### src/rtl/frame_timer_regs.svh
// register map, field positions and reset values of the frame timer
// assumes apb byte addresses equal to four times the printed register index
`ifndef FRAME_TIMER_REGS_SVH
`define FRAME_TIMER_REGS_SVH
`define IDX_SECONDARY_STATUS 6'h05
`define IDX_DEVICE_CONTROL 6'h09
`define IDX_COUNT_VALUE 6'h0c
`define IDX_TICK_DIVIDER 6'h2a
`define IDX_EVENT_SELECT 6'h2b
`define IDX_START_VALUE 6'h2c
`define IDX_IRQ_STATUS 6'h30
`define IDX_IRQ_ENABLE 6'h31
`define IDX_IRQ_CLEAR 6'h32
`define BIT_COUNTING_FLAG 7
`define BIT_SOFTWARE_START 1
`define BIT_SOFTWARE_HALT 2
`define BIT_AUTO_RELOAD 5
`define BIT_START_SEND_FIRST 0
`define BIT_START_SEND_LAST 1
`define BIT_HALT_RECV_FIRST 2
`define BIT_HALT_RECV_LAST 3
`define BIT_EXPIRY 0
`define DIVIDER_EXP_MAX 5'h15
`define RESET_DIVIDER 5'h00
`define RESET_EVENT_SELECT 4'h0
`define RESET_START_VALUE 8'h00
`endif

### src/rtl/frame_timer_pkg.sv
// types shared by the frame timer
// assumes nothing beyond a systemverilog tool
package frame_timer_pkg;
	typedef enum logic [0:0] {
		idle_state = 1'b0,
		count_state = 1'b1
	} timer_state_type;
endpackage

### src/rtl/frame_timer.sv
// 8-bit down-counting frame timer with apb register access and expiry interrupt
// assumes framing events are one-cycle pulses synchronous to pclk
//
// Chosen here: register access over APB.
`include "frame_timer_regs.svh"

module frame_timer
	import frame_timer_pkg::*;
(
	input wire logic pclk,
	input wire logic presetn,
	input wire logic psel,
	input wire logic penable,
	input wire logic pwrite,
	input wire logic [31:0] paddr,
	input wire logic [31:0] pwdata,
	output logic [31:0] prdata,
	output logic pready,
	output logic pslverr,
	input wire logic send_first_bit_event,
	input wire logic send_last_bit_event,
	input wire logic receive_first_bit_event,
	input wire logic receive_last_bit_event,
	output logic irq
);
	logic [7:0] count_reg;
	logic [7:0] start_value_reg;
	logic auto_reload_reg;
	logic [4:0] divider_exponent_reg;
	logic [3:0] event_select_reg;
	logic expiry_status_reg;
	logic expiry_enable_reg;
	logic [20:0] prescale_reg;
	logic ready_reg;
	logic irq_reg;
	logic [31:0] rdata_reg;
	logic err_reg;
	timer_state_type state_reg;

	logic access;
	logic wr;
	logic [5:0] index;
	logic addr_ok;
	logic sw_start;
	logic sw_halt;
	logic start_evt;
	logic stop_evt;
	logic tick;
	logic [20:0] prescale_mask;
	logic expire;
	logic [31:0] read_value;
	logic index_mapped;

	// the answer comes one cycle after setup: the access phase sees pready high
	assign access = psel && penable && ready_reg;
	assign wr = access && pwrite;
	assign index = paddr[7:2];
	assign addr_ok = (paddr[31:8] == 24'h000000) && (paddr[1:0] == 2'h0);
	// software start and halt come from one write; start wins if both bits are set
	assign sw_start = wr && addr_ok && (index == `IDX_DEVICE_CONTROL)
		&& pwdata[`BIT_SOFTWARE_START];
	assign sw_halt = wr && addr_ok && (index == `IDX_DEVICE_CONTROL)
		&& pwdata[`BIT_SOFTWARE_HALT];
	assign start_evt = sw_start
		|| (send_first_bit_event && event_select_reg[`BIT_START_SEND_FIRST])
		|| (send_last_bit_event && event_select_reg[`BIT_START_SEND_LAST]);
	assign stop_evt = sw_halt
		|| (receive_first_bit_event && event_select_reg[`BIT_HALT_RECV_FIRST])
		|| (receive_last_bit_event && event_select_reg[`BIT_HALT_RECV_LAST]);

	// mask of low prescaler bits; tick when they are all ones
	always_comb begin
		prescale_mask = '0;
		for (int i = 0; i < 21; i++) begin
			if (i < 32'(divider_exponent_reg)) begin
				prescale_mask[i] = 1'b1;
			end
		end
	end
	assign tick = ((prescale_reg & prescale_mask) == prescale_mask);
	// an event in the expiry cycle wins: a halted or retriggered timer never expires
	assign expire = (state_reg == count_state) && tick && (count_reg == 8'h01)
		&& !start_evt && !stop_evt;

	// restarting on start makes the first tick a full period after the load
	always_ff @(posedge pclk or negedge presetn) begin
		if (!presetn) begin
			prescale_reg <= '0;
		end else if (start_evt || state_reg == idle_state) begin
			prescale_reg <= '0;
		end else begin
			prescale_reg <= tick ? 21'h000000 : prescale_reg + 21'h000001;
		end
	end

	// the outputs of this block feed only software; framing logic is never driven
	always_ff @(posedge pclk or negedge presetn) begin
		if (!presetn) begin
			state_reg <= idle_state;
			count_reg <= 8'h00;
		end else if (start_evt) begin
			state_reg <= count_state;
			count_reg <= start_value_reg;
		end else if (stop_evt) begin
			state_reg <= idle_state;
		end else if (state_reg == count_state && tick) begin
			unique case (state_reg)
				idle_state: begin
					count_reg <= count_reg;
				end
				count_state: begin
					if (count_reg == 8'h01 && auto_reload_reg) begin
						count_reg <= start_value_reg;
					end else if (count_reg != 8'h00) begin
						count_reg <= count_reg - 8'h01;
					end
					if (!auto_reload_reg && count_reg <= 8'h01) begin
						state_reg <= idle_state;
					end
				end
			endcase
		end
	end

	always_ff @(posedge pclk or negedge presetn) begin
		if (!presetn) begin
			start_value_reg <= `RESET_START_VALUE;
			auto_reload_reg <= 1'b0;
			divider_exponent_reg <= `RESET_DIVIDER;
			event_select_reg <= `RESET_EVENT_SELECT;
			expiry_enable_reg <= 1'b0;
		end else if (wr && addr_ok) begin
			unique case (index)
				// the start value reaches the counter through a start event or an auto reload at one
				`IDX_START_VALUE: start_value_reg <= pwdata[7:0];
				`IDX_TICK_DIVIDER: begin
					auto_reload_reg <= pwdata[`BIT_AUTO_RELOAD];
					// exponents above the legal range saturate at the top
					divider_exponent_reg <= (pwdata[4:0] > `DIVIDER_EXP_MAX)
						? `DIVIDER_EXP_MAX : pwdata[4:0];
				end
				`IDX_EVENT_SELECT: event_select_reg <= pwdata[3:0];
				`IDX_IRQ_ENABLE: expiry_enable_reg <= pwdata[`BIT_EXPIRY];
				default: begin
				end
			endcase
		end
	end

	// set wins over a clear written in the same cycle
	always_ff @(posedge pclk or negedge presetn) begin
		if (!presetn) begin
			expiry_status_reg <= 1'b0;
		end else if (expire) begin
			expiry_status_reg <= 1'b1;
		end else if (wr && addr_ok && index == `IDX_IRQ_CLEAR && pwdata[`BIT_EXPIRY]) begin
			expiry_status_reg <= 1'b0;
		end
	end

	// registered so irq leaves a flip-flop; it rises with the status and falls one cycle after it
	always_ff @(posedge pclk or negedge presetn) begin
		if (!presetn) begin
			irq_reg <= 1'b0;
		end else begin
			irq_reg <= (expiry_status_reg || expire) && expiry_enable_reg;
		end
	end

	// indices that answer without an error
	always_comb begin
		index_mapped = 1'b0;
		unique case (index)
			`IDX_SECONDARY_STATUS,
			`IDX_DEVICE_CONTROL,
			`IDX_COUNT_VALUE,
			`IDX_TICK_DIVIDER,
			`IDX_EVENT_SELECT,
			`IDX_START_VALUE,
			`IDX_IRQ_STATUS,
			`IDX_IRQ_ENABLE,
			`IDX_IRQ_CLEAR: index_mapped = 1'b1;
			default: index_mapped = 1'b0;
		endcase
	end

	// write-only and unmapped indices read as zero
	always_comb begin
		read_value = 32'h00000000;
		unique case (index)
			`IDX_SECONDARY_STATUS: read_value[`BIT_COUNTING_FLAG] = (state_reg == count_state);
			`IDX_COUNT_VALUE: read_value[7:0] = count_reg;
			`IDX_TICK_DIVIDER: read_value[5:0] = {auto_reload_reg, divider_exponent_reg};
			`IDX_EVENT_SELECT: read_value[3:0] = event_select_reg;
			`IDX_START_VALUE: read_value[7:0] = start_value_reg;
			`IDX_IRQ_STATUS: read_value[`BIT_EXPIRY] = expiry_status_reg;
			`IDX_IRQ_ENABLE: read_value[`BIT_EXPIRY] = expiry_enable_reg;
			default: read_value = 32'h00000000;
		endcase
	end

	// zero wait states: pready rises in the first access cycle
	always_ff @(posedge pclk or negedge presetn) begin
		if (!presetn) begin
			ready_reg <= 1'b0;
			rdata_reg <= 32'h00000000;
			err_reg <= 1'b0;
		end else begin
			ready_reg <= psel && !penable;
			err_reg <= psel && !penable && !(addr_ok && index_mapped);
			rdata_reg <= (psel && !penable && !pwrite && addr_ok) ? read_value : 32'h00000000;
		end
	end

	assign prdata = rdata_reg;
	assign pready = ready_reg;
	assign pslverr = err_reg;
	assign irq = irq_reg;

	// checks of the counter, the prescaler, the flags and the read path
	a_decrement_step: assert property (@(posedge pclk) disable iff (!presetn)
		state_reg == count_state && tick && !start_evt && !stop_evt
		&& count_reg > 8'h01 |=> count_reg == $past(count_reg) - 8'h01)
		else $error("count did not step down by one");

	a_reload_at_one: assert property (@(posedge pclk) disable iff (!presetn)
		state_reg == count_state && tick && auto_reload_reg && count_reg == 8'h01
		&& !start_evt && !stop_evt
		|=> count_reg == $past(start_value_reg) && state_reg == count_state)
		else $error("auto reload missed");

	a_start_loads: assert property (@(posedge pclk) disable iff (!presetn)
		start_evt |=> count_reg == $past(start_value_reg)
		&& state_reg == count_state && prescale_reg == 21'h000000)
		else $error("start event did not reload");

	a_stop_halts: assert property (@(posedge pclk) disable iff (!presetn)
		stop_evt && !start_evt |=> state_reg == idle_state
		&& $stable(count_reg))
		else $error("stop event did not halt");

	a_stop_at_zero: assert property (@(posedge pclk) disable iff (!presetn)
		expire && !auto_reload_reg |=> state_reg == idle_state
		&& count_reg == 8'h00 && expiry_status_reg)
		else $error("one-shot did not stop at zero");

	a_halt_no_irq: assert property (@(posedge pclk) disable iff (!presetn)
		sw_halt && !start_evt && !expiry_status_reg
		|=> !expiry_status_reg)
		else $error("software halt raised expiry");

	a_value_hold: assert property (@(posedge pclk) disable iff (!presetn)
		!start_evt && !(state_reg == count_state && tick)
		|=> $stable(count_reg))
		else $error("count changed without tick or start");

	a_irq_follow: assert property (@(posedge pclk) disable iff (!presetn)
		expire && expiry_enable_reg ##1 expiry_enable_reg
		|=> irq)
		else $error("interrupt not raised after expiry");

	a_prescale_count: assert property (@(posedge pclk) disable iff (!presetn)
		state_reg == count_state && !tick && !start_evt
		|=> prescale_reg == $past(prescale_reg) + 21'h000001)
		else $error("prescaler did not advance");

	a_prescale_wrap: assert property (@(posedge pclk) disable iff (!presetn)
		state_reg == count_state && tick
		|=> prescale_reg == 21'h000000)
		else $error("prescaler did not wrap at tick");

	a_prescale_idle: assert property (@(posedge pclk) disable iff (!presetn)
		state_reg == idle_state
		|=> prescale_reg == 21'h000000)
		else $error("prescaler ran while idle");

	a_exponent_range: assert property (@(posedge pclk) disable iff (!presetn)
		divider_exponent_reg <= `DIVIDER_EXP_MAX)
		else $error("divider exponent above range");

	a_start_wins: assert property (@(posedge pclk) disable iff (!presetn)
		start_evt && stop_evt |=> state_reg == count_state
		&& count_reg == $past(start_value_reg))
		else $error("stop won over start");

	a_retrigger: assert property (@(posedge pclk) disable iff (!presetn)
		start_evt && state_reg == count_state
		|=> count_reg == $past(start_value_reg) && prescale_reg == 21'h000000)
		else $error("retrigger did not reload");

	a_flag_read: assert property (@(posedge pclk) disable iff (!presetn)
		psel && !penable && !pwrite && addr_ok && index == `IDX_SECONDARY_STATUS
		|=> prdata == {24'h000000, $past(state_reg == count_state), 7'h00})
		else $error("counting flag read wrong");

	a_count_read: assert property (@(posedge pclk) disable iff (!presetn)
		psel && !penable && !pwrite && addr_ok && index == `IDX_COUNT_VALUE
		|=> prdata == {24'h000000, $past(count_reg)})
		else $error("count value read wrong");

	a_expiry_sets: assert property (@(posedge pclk) disable iff (!presetn)
		expire
		|=> expiry_status_reg)
		else $error("expiry flag not set");

	a_periodic_runs: assert property (@(posedge pclk) disable iff (!presetn)
		expire && auto_reload_reg
		|=> state_reg == count_state && expiry_status_reg)
		else $error("periodic timer stopped at expiry");

	a_irq_enable: assert property (@(posedge pclk) disable iff (!presetn)
		irq |-> $past(expiry_enable_reg))
		else $error("interrupt raised while disabled");

	a_irq_drop: assert property (@(posedge pclk) disable iff (!presetn)
		!expiry_status_reg && !expire
		|=> !irq)
		else $error("interrupt without expiry");

	a_idle_stays: assert property (@(posedge pclk) disable iff (!presetn)
		state_reg == idle_state && !start_evt
		|=> state_reg == idle_state)
		else $error("timer started without start event");

	a_reload_write: assert property (@(posedge pclk) disable iff (!presetn)
		wr && addr_ok && index == `IDX_START_VALUE
		|=> start_value_reg == $past(pwdata[7:0]))
		else $error("start value write lost");

	a_stop_keeps: assert property (@(posedge pclk) disable iff (!presetn)
		stop_evt && !start_evt && !expiry_status_reg
		|=> !expiry_status_reg)
		else $error("stop event raised expiry");

	a_clear_status: assert property (@(posedge pclk) disable iff (!presetn)
		wr && addr_ok && index == `IDX_IRQ_CLEAR && pwdata[`BIT_EXPIRY] && !expire
		|=> !expiry_status_reg)
		else $error("expiry flag not cleared");

	a_status_hold: assert property (@(posedge pclk) disable iff (!presetn)
		expiry_status_reg && !(wr && addr_ok && index == `IDX_IRQ_CLEAR)
		|=> expiry_status_reg)
		else $error("expiry flag dropped by itself");

	c_one_shot: cover property (@(posedge pclk) disable iff (!presetn)
		expire && !auto_reload_reg);

	c_periodic: cover property (@(posedge pclk) disable iff (!presetn)
		expire && auto_reload_reg ##[1:300] expire);

	c_retrigger: cover property (@(posedge pclk) disable iff (!presetn)
		start_evt && state_reg == count_state);

	c_start_stop: cover property (@(posedge pclk) disable iff (!presetn)
		start_evt && stop_evt);

	c_event_start: cover property (@(posedge pclk) disable iff (!presetn)
		send_first_bit_event && event_select_reg[`BIT_START_SEND_FIRST]);
endmodule

### config.mk
export PLATFORM = sky130hd
export DESIGN_NAME = frame_timer
export DESIGN_NICKNAME = d
export VERILOG_FILES = /design/src/rtl/frame_timer_pkg.sv /design/src/rtl/frame_timer.sv
export VERILOG_INCLUDE_DIRS = /design/src /design/src/rtl
export SDC_FILE = /design/constraint.sdc
export NUM_CORES = 1
export LEC_CHECK = 0
export BUFFER_PORTS_ARGS = -buffer_cell sky130_fd_sc_hd__buf_2
export CORE_UTILIZATION = 35
export DETAILED_ROUTE_END_ITERATION = 10
export PLACE_DENSITY = 0.57
export SYNTH_ARGS = -nofsm -noshare
export SYNTH_HDL_FRONTEND = slang
export SYNTH_SLANG_ARGS = --single-unit
### constraint.sdc
create_clock -name pclk -period 3 [get_ports pclk]
set_input_delay 0.6 -clock pclk [delete_from_list [all_inputs] [get_ports pclk]]
set_output_delay 0.6 -clock pclk [all_outputs]
set_load 0.05 [all_outputs]
### Word level (Yosys, flattened, before mapping)

Cells that the tools add are included.

* divide/modulo/power cells: 0
* equal/unequal tests: 14
* muxes and demuxes: 44
* multipliers: 0
* bitwise logic cells: 2
* $lt $le $gt $ge: 23
* reductions and logical operators: 50
* shift operators: 0
* add/subtract/negate cells: 2

Operators by type and width (count)
* 8-bit 2-to-1 mux: 7
* 21-bit 2-to-1 mux: 2
* 4-bit by 5-bit less-than comparator with 1-bit output, first input constant: 8
* 6-bit == test, second input constant: 6
* 1-bit 2-to-1 mux: 29
* 1-bit logical AND: 26
* 5-bit less-than comparator, first input constant: 5
* 24-bit logical NOT: 1
* 21-bit by 1-bit adder with 21-bit output, second input constant: 1
* 21-bit AND: 1
* 21-bit == test: 1
* 3-bit by 5-bit less-than comparator with 1-bit output, first input constant: 4
* 6-bit by 4-bit == test with 1-bit output, second input constant: 2
* 3-bit case mux with 4 select lines: 1
* 1-bit by 5-bit less-than comparator with 1-bit output, first input constant: 2
* 2-bit by 5-bit less-than comparator with 1-bit output, first input constant: 2
* 9-bit OR reduction: 1
* 8-bit by 1-bit == test with 1-bit output, second input constant: 1
* 8-bit by 1-bit <= comparator with 1-bit output, second input constant: 1
* 2-bit AND reduction: 4
* 8-bit nonzero test: 1
* 8-bit by 1-bit subtractor with 8-bit output, second input constant: 1
* 6-bit by 3-bit == test with 1-bit output, second input constant: 1
* 1-bit logical NOT: 6
* other kinds (14): 21

* latch bits: 0
* memory bits (writable): 0
* memory bits (read-only): 0
* bits in registers: 61
* word-level logic and storage cells: 148
* input port bits: 73
* output and inout bits: 35
* memories: 0

### Logic depth before layout (Yosys ltp)

Gate-level depths: netlist of run 1.

* depth after elaboration: 13
* depth in mapped cells: 9
* gate-level depth less buffers: 7

### Worst setup path before layout of run 1

Ideal clock, no wire load.

* path kind: input to register
* start: input paddr[15]
* end: register count_reg[3]
* slack: 0.548 ns
* setup time: 0.123 ns
* required time: 2.877 ns
* buffers on the path: 1
* cell stages on the path: 8
* data arrival time: 2.330 ns
* path through: nor4_1 > nand4_1 > nor4_4 > a31oi_1 > and3_4 > buf_6 > a211o_1 > o221a_2

* word-level cells in the longest chain between the ends: 9
* elaborated cells on any way between the ends: 16
* those cells by class: eq/ne: 3; mux: 1; reduce/logical: 12

RTL lines
* start: declaration: RTL line frame_timer.sv:15 `input wire logic [31:0] paddr,`
* 24-bit logical NOT *: RTL line frame_timer.sv:58 `assign addr_ok = (paddr[31:8] == 24'h000000) && (paddr[1:0] == 2'h0);`
* 1-bit logical AND *: RTL line frame_timer.sv:58
* 1-bit logical AND * (2 in a row): RTL line frame_timer.sv:60, frame_timer.sv:62
* 1-bit logical AND, on equally long branches: RTL line frame_timer.sv:60, frame_timer.sv:62
* 1-bit logical OR, on equally long branches (2 in a row): RTL line frame_timer.sv:64, frame_timer.sv:67
* 4-bit by 1-bit != test with 1-bit output (no line) (tied with other cells)
* 4-bit AND reduction (no line)
* end signal: assignment: RTL line frame_timer.sv:103 `count_reg <= start_value_reg;`
* end signal: assignment: RTL line frame_timer.sv:109 `count_reg <= count_reg;`
* end signal: assignment: RTL line frame_timer.sv:113 `count_reg <= start_value_reg;`
* end: declaration: RTL line frame_timer.sv:26 `logic [7:0] count_reg;`

Every way passes the cells marked *; elsewhere a longest branch is shown, timed or not.
A chain may end at the register's enable or synchronous reset.

### Worst setup path after layout of run 1

* start: register prescale_reg[0]
* end: register count_reg[6]

* word-level cells in the longest chain between the ends: 5

RTL lines
* start: declaration: RTL line frame_timer.sv:33 `logic [20:0] prescale_reg;`
* start signal: assignment: RTL line frame_timer.sv:92 `prescale_reg <= tick ? 21'h000000 : prescale_reg + 21'h000001;`
* 21-bit AND: RTL line frame_timer.sv:80 `assign tick = ((prescale_reg & prescale_mask) == prescale_mask);`
* 21-bit == test: RTL line frame_timer.sv:80
* 1-bit logical AND: RTL line frame_timer.sv:106 `end else if (state_reg == count_state && tick) begin`
* 2-bit nonzero test (no line)
* 4-bit AND reduction (no line)

No other way between the ends.

==> flow_summary_export.csv, run 1 <==
group,metric,value,unit
outcome,outcome,"finished clean",
sta,slew_hr,65.2,%
drt,drt-wirelength-per-cell,14.3,um
cells_and_area,finalNetCount,544,
logic_synthesis,synth-xor-area-share,4.74,%
clock_tree,tritoncts.num_buffers,9,
setup_path,setup.worst_path.start_class,"register",
clock_tree,clk_transition_reported_paths,70,ps
sta,worstMarginPinSlew,515,ps
logic_synthesis,ys_seq_area_share,41.3,%
clock_tree,cts_repair_resize_count,0,
setup_path,critPathCaptureType,"register",
global_routing,grt_start_max_net_pins,40,
drt,first_pass_iters,4,
sta,max_clock_freq,415,MHz
logic_synthesis,async_reset_ff_share,100,%
logic_synthesis,ys.flop_type,"sky130_fd_sc_hd__dfrtp_1",
floorplan,core.rowCount,37,
floorplan,die_area,11000,um^2
place,gpl.final_weighted_congestion,0.848,
sta,finalWorstPathRequiredPeriod,2410,ps
global_routing,globalRouteTotalUtil,17.4,%
sta,setup_violations,0,
logic_synthesis,fraction_of_the_mapped_netlist_area_in_adder_cells,1.29,%
logic_synthesis,compound_cell_area_share_of_the_yosys_netlist,12.9,%
sta,timing.final.max_slew_violations,0,
sta,finalClockSkew,7.77,ps
power_and_ir_drop,leakage,1.97,nW
logic_synthesis,post_synth_instance_area,3700,um^2
setup_path,cp.required,3230,ps
hold_path,min-delay-path-class,"in -> async",
global_routing,antenna_found_initial,0,
sta,setup_repair_after_global_routing_missed_its_margin,"no",
logic_synthesis,combinational_family_with_the_most_area_after_synthesis,"simple AND/OR/NAND/NOR gates",
cells_and_area,antenna_cells,0,
floorplan,io_pins,108,
cells_and_area,flow.area_growth_from_synthesis,14.0,%
power_and_ir_drop,p_sw_share,25.7,%
logic_synthesis,synthesis.instances,411,
global_routing,grt_first_pass_wirelength,15.2,mm
drt,drt_drc_violations_left,0,
drt,viasPerCell,5.09,
logic_synthesis,syn_area_per_cell,9.00,um^2
logic_synthesis,yosys-mux-area-fraction,7.48,%
cells_and_area,final_common_cell,"sky130_fd_sc_hd__dfrtp_1",
cells_and_area,commonest_non_fill_non_tap_cells_in_the_layout,"sky130_fd_sc_hd__dfrtp_1 (61), sky130_fd_sc_hd__buf_2 (59), sky130_fd_sc_hd__nor2_1 (54)",
cells_and_area,largest_register_ffs,21,
floorplan,floorplan.die.height,105,um
setup_path,crit_type,"reg -> reg",
cells_and_area,layout.area.seq,1530,um^2
drt,vias,3094,
cells_and_area,layout.filler_cells,1067,
drt,drt_iter0_markers,129,
floorplan,initial_utilization,36.0,%
power_and_ir_drop,seqPwrFrac,50.1,%
clock_tree,cts_max_path_buffers,2,
power_and_ir_drop,irDropWorstVdd,0.000168,V
clock_tree,h_tree_levels,3,
cells_and_area,drive_above_1_share,21.4,%
global_routing,gr-total-overflow,0,
setup_path,critical_path_arrival,2640,ps
logic_synthesis,synth_cell_type_count,59,
clock_tree,tritoncts,"built",
logic_synthesis,synth_edf_count,0,
floorplan,fp.coreArea,10300,um^2
place,dpl.hpwl,6.47,mm
drt,route.final.wire_length,8.70,mm
global_routing,first_global_vias,3022,
power_and_ir_drop,p_int,1.22,mW
place,port_buffers,59,
power_and_ir_drop,power.share.combinational,9.6,%
drt,final_antenna_net_count,0,
logic_synthesis,postSynthRegisterBits,61,
clock_tree,clock_insertion_delay_worst_skew,330,ps
flow_run,cap_viol_max_count,0,
sta,setup_total_negative_slack,0,ps
cells_and_area,multi_input_comb_area,1950,um^2
power_and_ir_drop,net-switching-power,423,uW
clock_tree,cts_sinks,61,
power_and_ir_drop,design_power_total,1.65,mW
sta,fin_crit_sh,80.4,%
setup_path,worstPathMaxFanout,13,
clock_tree,postCtsSetupRepairBufs,0,
cells_and_area,fin_util,41.0,%
power_and_ir_drop,power_density,391,nW/um^2
logic_synthesis,synthSimpleGateAreaFrac,24.0,%
sta,finalHoldViolCount,0,
logic_synthesis,yosys_warnings,0,
floorplan,die_width,105,um
clock_tree,cts_root_buf,"sky130_fd_sc_hd__clkbuf_8",
clock_tree,cts.hold.buffers_added,0,
power_and_ir_drop,power.clock.fraction,40.3,%
[stage by stage]
step	hold slack, ps	area, um^2	cells	worst slack, ps
final	240	4220	608	589
after global placement	487	4040	593	229
after CTS	246	4220	608	597
after floorplan	304	3780	434	548
after detailed placement	501	4040	593	237
after global routing	275	4220	608	412
[cell type report]
| class | count | area share (%) |
|---|---|---|
| Clock buffer | 14 | 4.10 |
| Clock inverter | 1 | 0.119 |
| Inverter | 13 | 1.16 |
| Multi-Input combinational cell | 318 | 46.3 |
| Sequential cell | 61 | 36.2 |
| Tap cell | 136 | 4.04 |
| Timing Repair Buffer | 65 | 8.07 |
[critical path: stages (launching register included)]
cell	delay, ps
sky130_fd_sc_hd__dfrtp_1	480
sky130_fd_sc_hd__nand2_1	150
sky130_fd_sc_hd__maj3_1	360
sky130_fd_sc_hd__o31ai_1	220
sky130_fd_sc_hd__and4_1	280
sky130_fd_sc_hd__and3_4	310
sky130_fd_sc_hd__nand2_1	180
sky130_fd_sc_hd__o221a_2	330
[cell usage after synthesis, drive strengths merged (2+ instances only)]
| master | number | area share, % |
|---|---|---|
| dfrtp | 61 | 41 |
| nor2 | 54 | 5.5 |
| nand2 | 36 | 3.7 |
| buf | 30 | 5.8 |
| nand3 | 22 | 3.0 |
| a21oi | 17 | 2.4 |
| inv | 13 | 1.3 |
| mux2 | 13 | 4.0 |
| mux2i | 13 | 3.5 |
| clkbuf | 12 | 1.2 |
| nor3 | 12 | 1.6 |
| xnor2 | 12 | 2.8 |
| o21ai | 11 | 1.5 |
| and3 | 10 | 1.8 |
| nor4 | 10 | 2.1 |
| nand2b | 8 | 1.4 |
| xor2 | 8 | 1.9 |
| nand4 | 6 | 1.0 |
| a211o | 4 | 0.95 |
| and4 | 4 | 0.95 |
| o211ai | 4 | 0.81 |
| a31oi | 3 | 0.51 |
| and2 | 3 | 0.58 |
| ha | 3 | 1.0 |
| o221a | 3 | 0.91 |
| o22a | 3 | 0.71 |
| o22ai | 3 | 0.51 |
| a21o | 2 | 0.41 |
| a22oi | 2 | 0.41 |
| nand3b | 2 | 0.41 |
| nor2b | 2 | 0.34 |
| nor3b | 2 | 0.41 |
| o21a | 2 | 0.41 |
| o221ai | 2 | 0.47 |
| o31ai | 2 | 0.41 |
| or3 | 2 | 0.34 |
[metal layers]
| metal | track usage (%) | routed length, um |
|---|---|---|
| met3 | 4.05 | 326 |
| met5 | 0 | 0 |
| met1 | 22.2 | 3970 |
| met2 | 29.0 | 4310 |
| met4 | 5.84 | 93 |
[final timing paths]
kind / startpoint / slack, ps / cells past startpoint / endpoint
max reg2reg: prescale_reg[0]$_DFF_PN0_ / 590 / 7 / count_reg[6]$_DFFE_PN0P_
min in group pclk: pwdata[5] / 480 / 3 / auto_reload_reg$_DFFE_PN0P_
min: presetn / 240 / 1 / prdata[0]$_DFF_PN0_
min reg2reg: expiry_enable_reg$_DFFE_PN0P_ / 510 / 1 / irq$_DFF_PN0_
max: prescale_reg[0]$_DFF_PN0_ / 590 / 7 / count_reg[6]$_DFFE_PN0P_
max in group asynchronous: presetn / 1860 / 2 / prescale_reg[12]$_DFF_PN0_
[cells by family (layout without fill, tap and decap cells)]
family                   count (synthesis)  in the layout
other                                    1             24
multiplexers                            26             26
adder cells (fa/ha/maj)                  4              4
buffers and inverters                   55             93
AND/OR/NAND/NOR                        177            177
flip-flops                              61             61
AO/OA/AOI/OAI                           67             67
XOR/XNOR                                20             20
[power by group through the flow]
| stage | registers (mW) | clock network, mW | logic [mW] |
|---|---|---|---|
| 2_1_floorplan | 0.845 | 0 | 0.116 |
| 3_3_place_gp | 0.840 | 0 | 0.159 |
| 3_5_place_dp | 0.840 | 0 | 0.160 |
| 4_1_cts | 0.824 | 0.690 | 0.161 |
| 5_1_grt | 0.824 | 0.723 | 0.173 |
| 6_report | 0.824 | 0.664 | 0.159 |
(Power assumes the default switching activity.)
==> run 2, diff against run 1 <==
--- a/config.mk
+++ b/config.mk
@@ -9,7 +9,7 @@
 export BUFFER_PORTS_ARGS = -buffer_cell sky130_fd_sc_hd__buf_2
 export CORE_UTILIZATION = 35
 export DETAILED_ROUTE_END_ITERATION = 10
-export PLACE_DENSITY = 0.57
+export PLACE_DENSITY = 0.59
 export SYNTH_ARGS = -nofsm -noshare
 export SYNTH_HDL_FRONTEND = slang
 export SYNTH_SLANG_ARGS = --single-unit
==> constraint.sdc (replaced) <==
create_clock -name pclk -period 2.2 [get_ports pclk]
set_input_delay 0.44 -clock pclk [delete_from_list [all_inputs] [get_ports pclk]]
set_output_delay 0.44 -clock pclk [all_outputs]
set_load 0.05 [all_outputs]
==> flow_summary_export.csv, run 2 (synthesized netlist as in run 1, its figures left out) <==
group,metric,value,unit
outcome,outcome,"finished clean",
setup_path,worst_path_largest_cell_delay,550,ps
hold_path,min-delay-path-class,"in -> async",
setup_path,crit_family,"simple AND/OR/NAND/NOR gates",
power_and_ir_drop,seqPwrFrac,47.3,%
sta,final.hold.worst_slack,140,ps
setup_path,rr_startpoint,"divider_exponent_reg[0]$_DFFE_PN0P_",
drt,viasPerCell,5.02,
setup_path,worstPathMaxFanout,10,
drt,drt_drc_violations_left,0,
cells_and_area,finalNetCount,589,
place,gpl.final_weighted_congestion,0.912,
power_and_ir_drop,irDropWorstVdd,0.000289,V
setup_path,cp.buffers_inverters,2,
power_and_ir_drop,power.share.combinational,10.0,%
setup_path,cp-startpoint,"paddr[24]",
clock_tree,cts_root_buf,"sky130_fd_sc_hd__clkbuf_8",
global_routing,grt_start_max_net_pins,35,
clock_tree,cts_max_path_buffers,2,
sta,setup_violations,0,
setup_path,timing.critical_path.slowest_stage_cell,"sky130_fd_sc_hd__or4_4",
power_and_ir_drop,leakage,2.23,nW
power_and_ir_drop,net-switching-power,617,uW
drt,final_antenna_net_count,0,
power_and_ir_drop,power.clock.fraction,42.8,%
setup_path,critPathCaptureType,"register",
global_routing,globalRouteTotalUtil,18.2,%
cells_and_area,flow.area_growth_from_synthesis,27.4,%
floorplan,fp.coreArea,10300,um^2
setup_path,cp_cell_sequence,"buf_6, or4_4, nor4_4, a31oi_1, buf_4, and3_1, a311oi_2, o211ai_1",
clock_tree,cts_sinks,61,
cells_and_area,largest_register_ffs,21,
setup_path,ff2ff_setup_slack,40,ps
global_routing,grt_first_pass_wirelength,16.1,mm
drt,route.final.wire_length,9.43,mm
cells_and_area,drive_above_1_share,31.5,%
drt,drt_iter0_markers,97,
setup_path,critical_path_arrival,2390,ps
floorplan,floorplan.die.height,105,um
sta,fin_crit_sh,99.0,%
setup_path,worstRegToRegCells,8,
place,port_buffers,59,
clock_tree,h_tree_levels,3,
cells_and_area,design_area,4710,um^2
power_and_ir_drop,p_sw_share,25.9,%
setup_path,critical_path_depth,8,
floorplan,initial_utilization,36.0,%
power_and_ir_drop,power_density,504,nW/um^2
setup_path,cp.required,2410,ps
flow_run,cap_viol_max_count,0,
drt,first_pass_iters,4,
setup_path,rr_endpoint,"count_reg[2]$_DFFE_PN0P_",
setup_path,crit_type,"in -> reg",
drt,drt-wirelength-per-cell,14.4,um
floorplan,io_pins,108,
cells_and_area,antenna_cells,0,
sta,worstMarginPinSlew,676,ps
global_routing,antenna_found_initial,0,
power_and_ir_drop,design_power_total,2.38,mW
setup_path,setup.worst_path.start_class,"primary input",
sta,finalWorstPathRequiredPeriod,2180,ps
place,placed_area,4370,um^2
floorplan,core.rowCount,37,
sta,slew_hr,55.0,%
global_routing,first_global_vias,3302,
setup_path,critical_path.endpoint,"count_reg[4]$_DFFE_PN0P_",
clock_tree,clk_transition_reported_paths,70,ps
sta,max_clock_freq,459,MHz
power_and_ir_drop,p_int,1.76,mW
sta,timing.final.max_slew_violations,0,
global_routing,gr-total-overflow,0,
clock_tree,cts.hold.buffers_added,0,
sta,finalHoldViolCount,0,
clock_tree,tritoncts,"built",
clock_tree,clock_insertion_delay_worst_skew,340,ps
place,dpl.hpwl,6.88,mm
drt,vias,3276,
sta,setup_repair_after_global_routing_missed_its_margin,"yes",
floorplan,die_width,105,um
cells_and_area,fin_util,45.9,%
cells_and_area,commonest_non_fill_non_tap_cells_in_the_layout,"sky130_fd_sc_hd__dfrtp_1 (58), sky130_fd_sc_hd__buf_2 (58), sky130_fd_sc_hd__nor2_1 (53)",
clock_tree,tritoncts.num_buffers,9,
floorplan,die_area,11000,um^2
sta,finalClockSkew,12.4,ps
-- run 2: changes by cell type in the layout (fill, tap and decap cells not counted), sizes merged --
cell      change
buf          +45
clkinv        +1
bufinv        +1
clkinvlp      +1
clkbuf        -3
-- run 2: routing by layer --
layer | GRT usage (%) | wire [um]
met1 | 22.9 | 4230
met2 | 31.0 | 4680
met3 | 3.12 | 327
met4 | 6.84 | 185
met5 | 0 | 0
-- run 2: worst min path at each step --
stage / cells past startpoint / slack [ps] / startpoint / end
6_report: 1 / 140 / presetn / irq$_DFF_PN0_
4_1_cts: 1 / 150 / presetn / divider_exponent_reg[0]$_DFFE_PN0P_
5_1_grt: 1 / 190 / presetn / irq$_DFF_PN0_
2_1_floorplan: 0 / 140 / presetn / auto_reload_reg$_DFFE_PN0P_
3_5_place_dp: 1 / 500 / expiry_status_reg$_DFFE_PN0P_ / expiry_status_reg$_DFFE_PN0P_
3_3_place_gp: 1 / 490 / expiry_enable_reg$_DFFE_PN0P_ / irq$_DFF_PN0_
-- run 2: timing repair --
| item | 4_1_cts | 5_1_grt |
|---|---|---|
| pin swaps | 1 | 10 |
| hold endpoints to repair | 0 | 0 |
| cloned | 0 | 0 |
| setup endpoints to repair | 3 | 8 |
| buffers inserted | 2 | 7 |
| resized for setup | 2 | 17 |
-- run 2: layout make-up --
cell class,count,area (um^2)
Multi-Input combinational cell,318,2030
Inverter,13,48.8
Clock buffer,11,151
Clock inverter,4,47.5
Sequential cell,61,1530
Timing Repair Buffer,110,733
Fill cell,1003,5560
Tap cell,136,170
-- run 2: worst register-to-register path: cells and delay by family (launching register included) --
kind | cells | cell delay (ps)
AO/OA/AOI/OAI | 4 | 580
AND/OR/NAND/NOR | 3 | 810
flip-flops | 1 | 520
buffers and inverters | 1 | 150
-- run 2: power by group through the flow --
| stage | sequential (mW) | clock, mW | combinational, mW |
|---|---|---|---|
| final | 1.12 | 1.02 | 0.237 |
| after global routing | 1.12 | 1.08 | 0.258 |
| after CTS | 1.12 | 1.05 | 0.238 |
| after detailed placement | 1.15 | 0 | 0.238 |
| after global placement | 1.14 | 0 | 0.235 |
| after floorplan | 1.15 | 0 | 0.161 |
-- run 2: stage by stage --
step                cells  TNS [ps]  worst slack (ps)
floorplan             434      -211             -77.5
global placement      629     -6060              -241
detailed placement    629     -6690              -267
CTS                   646         0              30.9
global route          653      -295             -85.3
finish                653         0              22.8
==> run 3, diff against run 2 <==
--- a/config.mk
+++ b/config.mk
@@ -8,8 +8,9 @@
 export LEC_CHECK = 0
 export BUFFER_PORTS_ARGS = -buffer_cell sky130_fd_sc_hd__buf_2
 export CORE_UTILIZATION = 35
+export CTS_BUF_LIST = sky130_fd_sc_hd__clkbuf_4
 export DETAILED_ROUTE_END_ITERATION = 10
-export PLACE_DENSITY = 0.59
+export PLACE_DENSITY = 0.57
 export SYNTH_ARGS = -nofsm -noshare
 export SYNTH_HDL_FRONTEND = slang
 export SYNTH_SLANG_ARGS = --single-unit
==> constraint.sdc (replaced) <==
create_clock -name pclk -period 2.6 [get_ports pclk]
set_input_delay 0.52 -clock pclk [delete_from_list [all_inputs] [get_ports pclk]]
set_output_delay 0.52 -clock pclk [all_outputs]
set_load 0.05 [all_outputs]
==> flow_summary_export.csv, run 3 (synthesized netlist as in run 1, its figures left out) <==
group,metric,value,unit
outcome,outcome,"finished clean",
power_and_ir_drop,leakage,2.01,nW
clock_tree,cts_sinks,61,
sta,timing.final.max_slew_violations,0,
sta,worstMarginPinSlew,643,ps
setup_path,critical_path_arrival,2620,ps
clock_tree,cts_max_path_buffers,2,
cells_and_area,finalNetCount,553,
cells_and_area,multi_input_comb_area,1950,um^2
drt,first_pass_iters,4,
sta,setup_repair_after_global_routing_missed_its_margin,"no",
setup_path,worstPathMaxFanout,11,
clock_tree,postCtsSetupRepairBufs,0,
global_routing,globalRouteTotalUtil,17.5,%
cells_and_area,count_of_placed_standard_cells_in_the_final_layout_fillers_left_out,616,
cells_and_area,largest_register_ffs,21,
setup_path,critPathCaptureType,"register",
sta,layout_setup_ws,282,ps
global_routing,grt_start_max_net_pins,37,
place,setup_slack_placement,-3.07,ps
floorplan,die_area,11000,um^2
drt,drt_drc_violations_left,0,
floorplan,floorplan.die.height,105,um
sta,finalWorstPathRequiredPeriod,2320,ps
cells_and_area,antenna_cells,0,
global_routing,grtUsageMet2,29.7,%
drt,drt_iter0_markers,107,
clock_tree,cts.hold.buffers_added,0,
hold_path,min-delay-path-class,"in -> async",
clock_tree,tritoncts,"built",
global_routing,antenna_found_initial,0,
clock_tree,clock_insertion_delay_worst_skew,410,ps
sta,final.hold.worst_slack,126,ps
sta,slew_hr,57.2,%
drt,vias,3153,
sta,setup_total_negative_slack,0,ps
sta,fin_crit_sh,89.2,%
cells_and_area,layout.filler_cells,1086,
setup_path,crit_type,"reg -> reg",
clock_tree,h_tree_levels,3,
clock_tree,tritoncts.num_buffers,9,
power_and_ir_drop,irDropWorstVdd,0.000254,V
cells_and_area,commonest_non_fill_non_tap_cells_in_the_layout,"sky130_fd_sc_hd__dfrtp_1 (61), sky130_fd_sc_hd__buf_2 (59), sky130_fd_sc_hd__nor2_1 (54)",
place,placed_area,4140,um^2
cells_and_area,drive_above_1_share,22.9,%
setup_path,cp.required,2910,ps
place,place_inst,602,
drt,drt-wirelength-per-cell,14.5,um
clock_tree,clk_transition_reported_paths,110,ps
cells_and_area,design_area,4260,um^2
sta,setup_violations,0,
place,dpl.hpwl,6.66,mm
sta,finalClockSkew,18.0,ps
cells_and_area,fin_util,41.5,%
global_routing,groute.layer.met1.usage,21.4,%
cells_and_area,final_common_cell,"sky130_fd_sc_hd__dfrtp_1",
floorplan,fp.coreArea,10300,um^2
drt,viasPerCell,5.12,
floorplan,initial_utilization,36.0,%
cells_and_area,flow.area_growth_from_synthesis,15.3,%
floorplan,die_width,105,um
global_routing,grt_first_pass_wirelength,15.2,mm
global_routing,gr-total-overflow,0,
power_and_ir_drop,design_power_total,1.76,mW
sta,max_clock_freq,431,MHz
global_routing,grt_most_used_layer,"met2",
global_routing,globalRouteMet3Util,4.49,%
global_routing,first_global_vias,3140,
place,port_buffers,59,
clock_tree,cts_repair_resize_count,0,
floorplan,core.rowCount,37,
sta,finalHoldViolCount,0,
drt,route.final.wire_length,8.93,mm
power_and_ir_drop,power_density,412,nW/um^2
drt,final_antenna_net_count,0,
flow_run,cap_viol_max_count,0,
clock_tree,cts_root_buf,"sky130_fd_sc_hd__clkbuf_4",
place,gpl.final_weighted_congestion,0.882,
setup_path,setup.worst_path.start_class,"register",
floorplan,io_pins,108,
cells_and_area,layout.area.seq,1530,um^2
## run 3: cell types whose count changed in the layout (fill, tap and decap cells not counted), sizes merged
cell / change
buf: -36
clkinvlp: -1
## run 3: final timing paths
| check | start | endpoint | slack [ps] | cells after the start |
|---|---|---|---|---|
| worst max-delay path | divider_exponent_reg[4]$_DFFE_PN0P_ | count_reg[6]$_DFFE_PN0P_ | 280 | 7 |
| worst min-delay path | presetn | start_value_reg[0]$_DFFE_PN0P_ | 130 | 1 |
| worst max register to register | divider_exponent_reg[4]$_DFFE_PN0P_ | count_reg[6]$_DFFE_PN0P_ | 280 | 7 |
| worst min register to register | expiry_enable_reg$_DFFE_PN0P_ | irq$_DFF_PN0_ | 520 | 1 |
| max in group asynchronous | presetn | prescale_reg[16]$_DFF_PN0_ | 1850 | 2 |
| min in group pclk | pwdata[7] | start_value_reg[7]$_DFFE_PN0P_ | 330 | 2 |
## run 3: final cells by class
| cell class | count | area share [%] |
|---|---|---|
| Timing Repair Buffer | 74 | 10.4 |
| Clock buffer | 11 | 1.94 |
| Clock inverter | 3 | 0.910 |
| Inverter | 13 | 1.14 |
| Tap cell | 136 | 3.99 |
| Multi-Input combinational cell | 318 | 45.8 |
| Sequential cell | 61 | 35.8 |
## run 3: critical path, cell delays in order (launching register included)
cell	delay, ps
sky130_fd_sc_hd__dfrtp_1	510
sky130_fd_sc_hd__nor2_1	240
sky130_fd_sc_hd__o22ai_1	120
sky130_fd_sc_hd__nor4_1	290
sky130_fd_sc_hd__and4b_1	290
sky130_fd_sc_hd__and3_4	290
sky130_fd_sc_hd__nand2_1	170
sky130_fd_sc_hd__o221a_2	320
## run 3: layer usage
metal | share of wire [%] | vias up | routed length, um
li1 | - | 1547 | -
met1 | 45 | 1515 | 3990
met2 | 49 | 75 | 4410
met3 | 3.8 | 16 | 336
met4 | 2.2 | 0 | 193
met5 | 0 | - | 0
## run 3: report_power, final
part           internal, mW  switching, mW  total, mW
combinational        0.0467          0.142      0.189
sequential            0.949       0.000476      0.950
clock                 0.301          0.319      0.620
total                  1.30          0.461       1.76
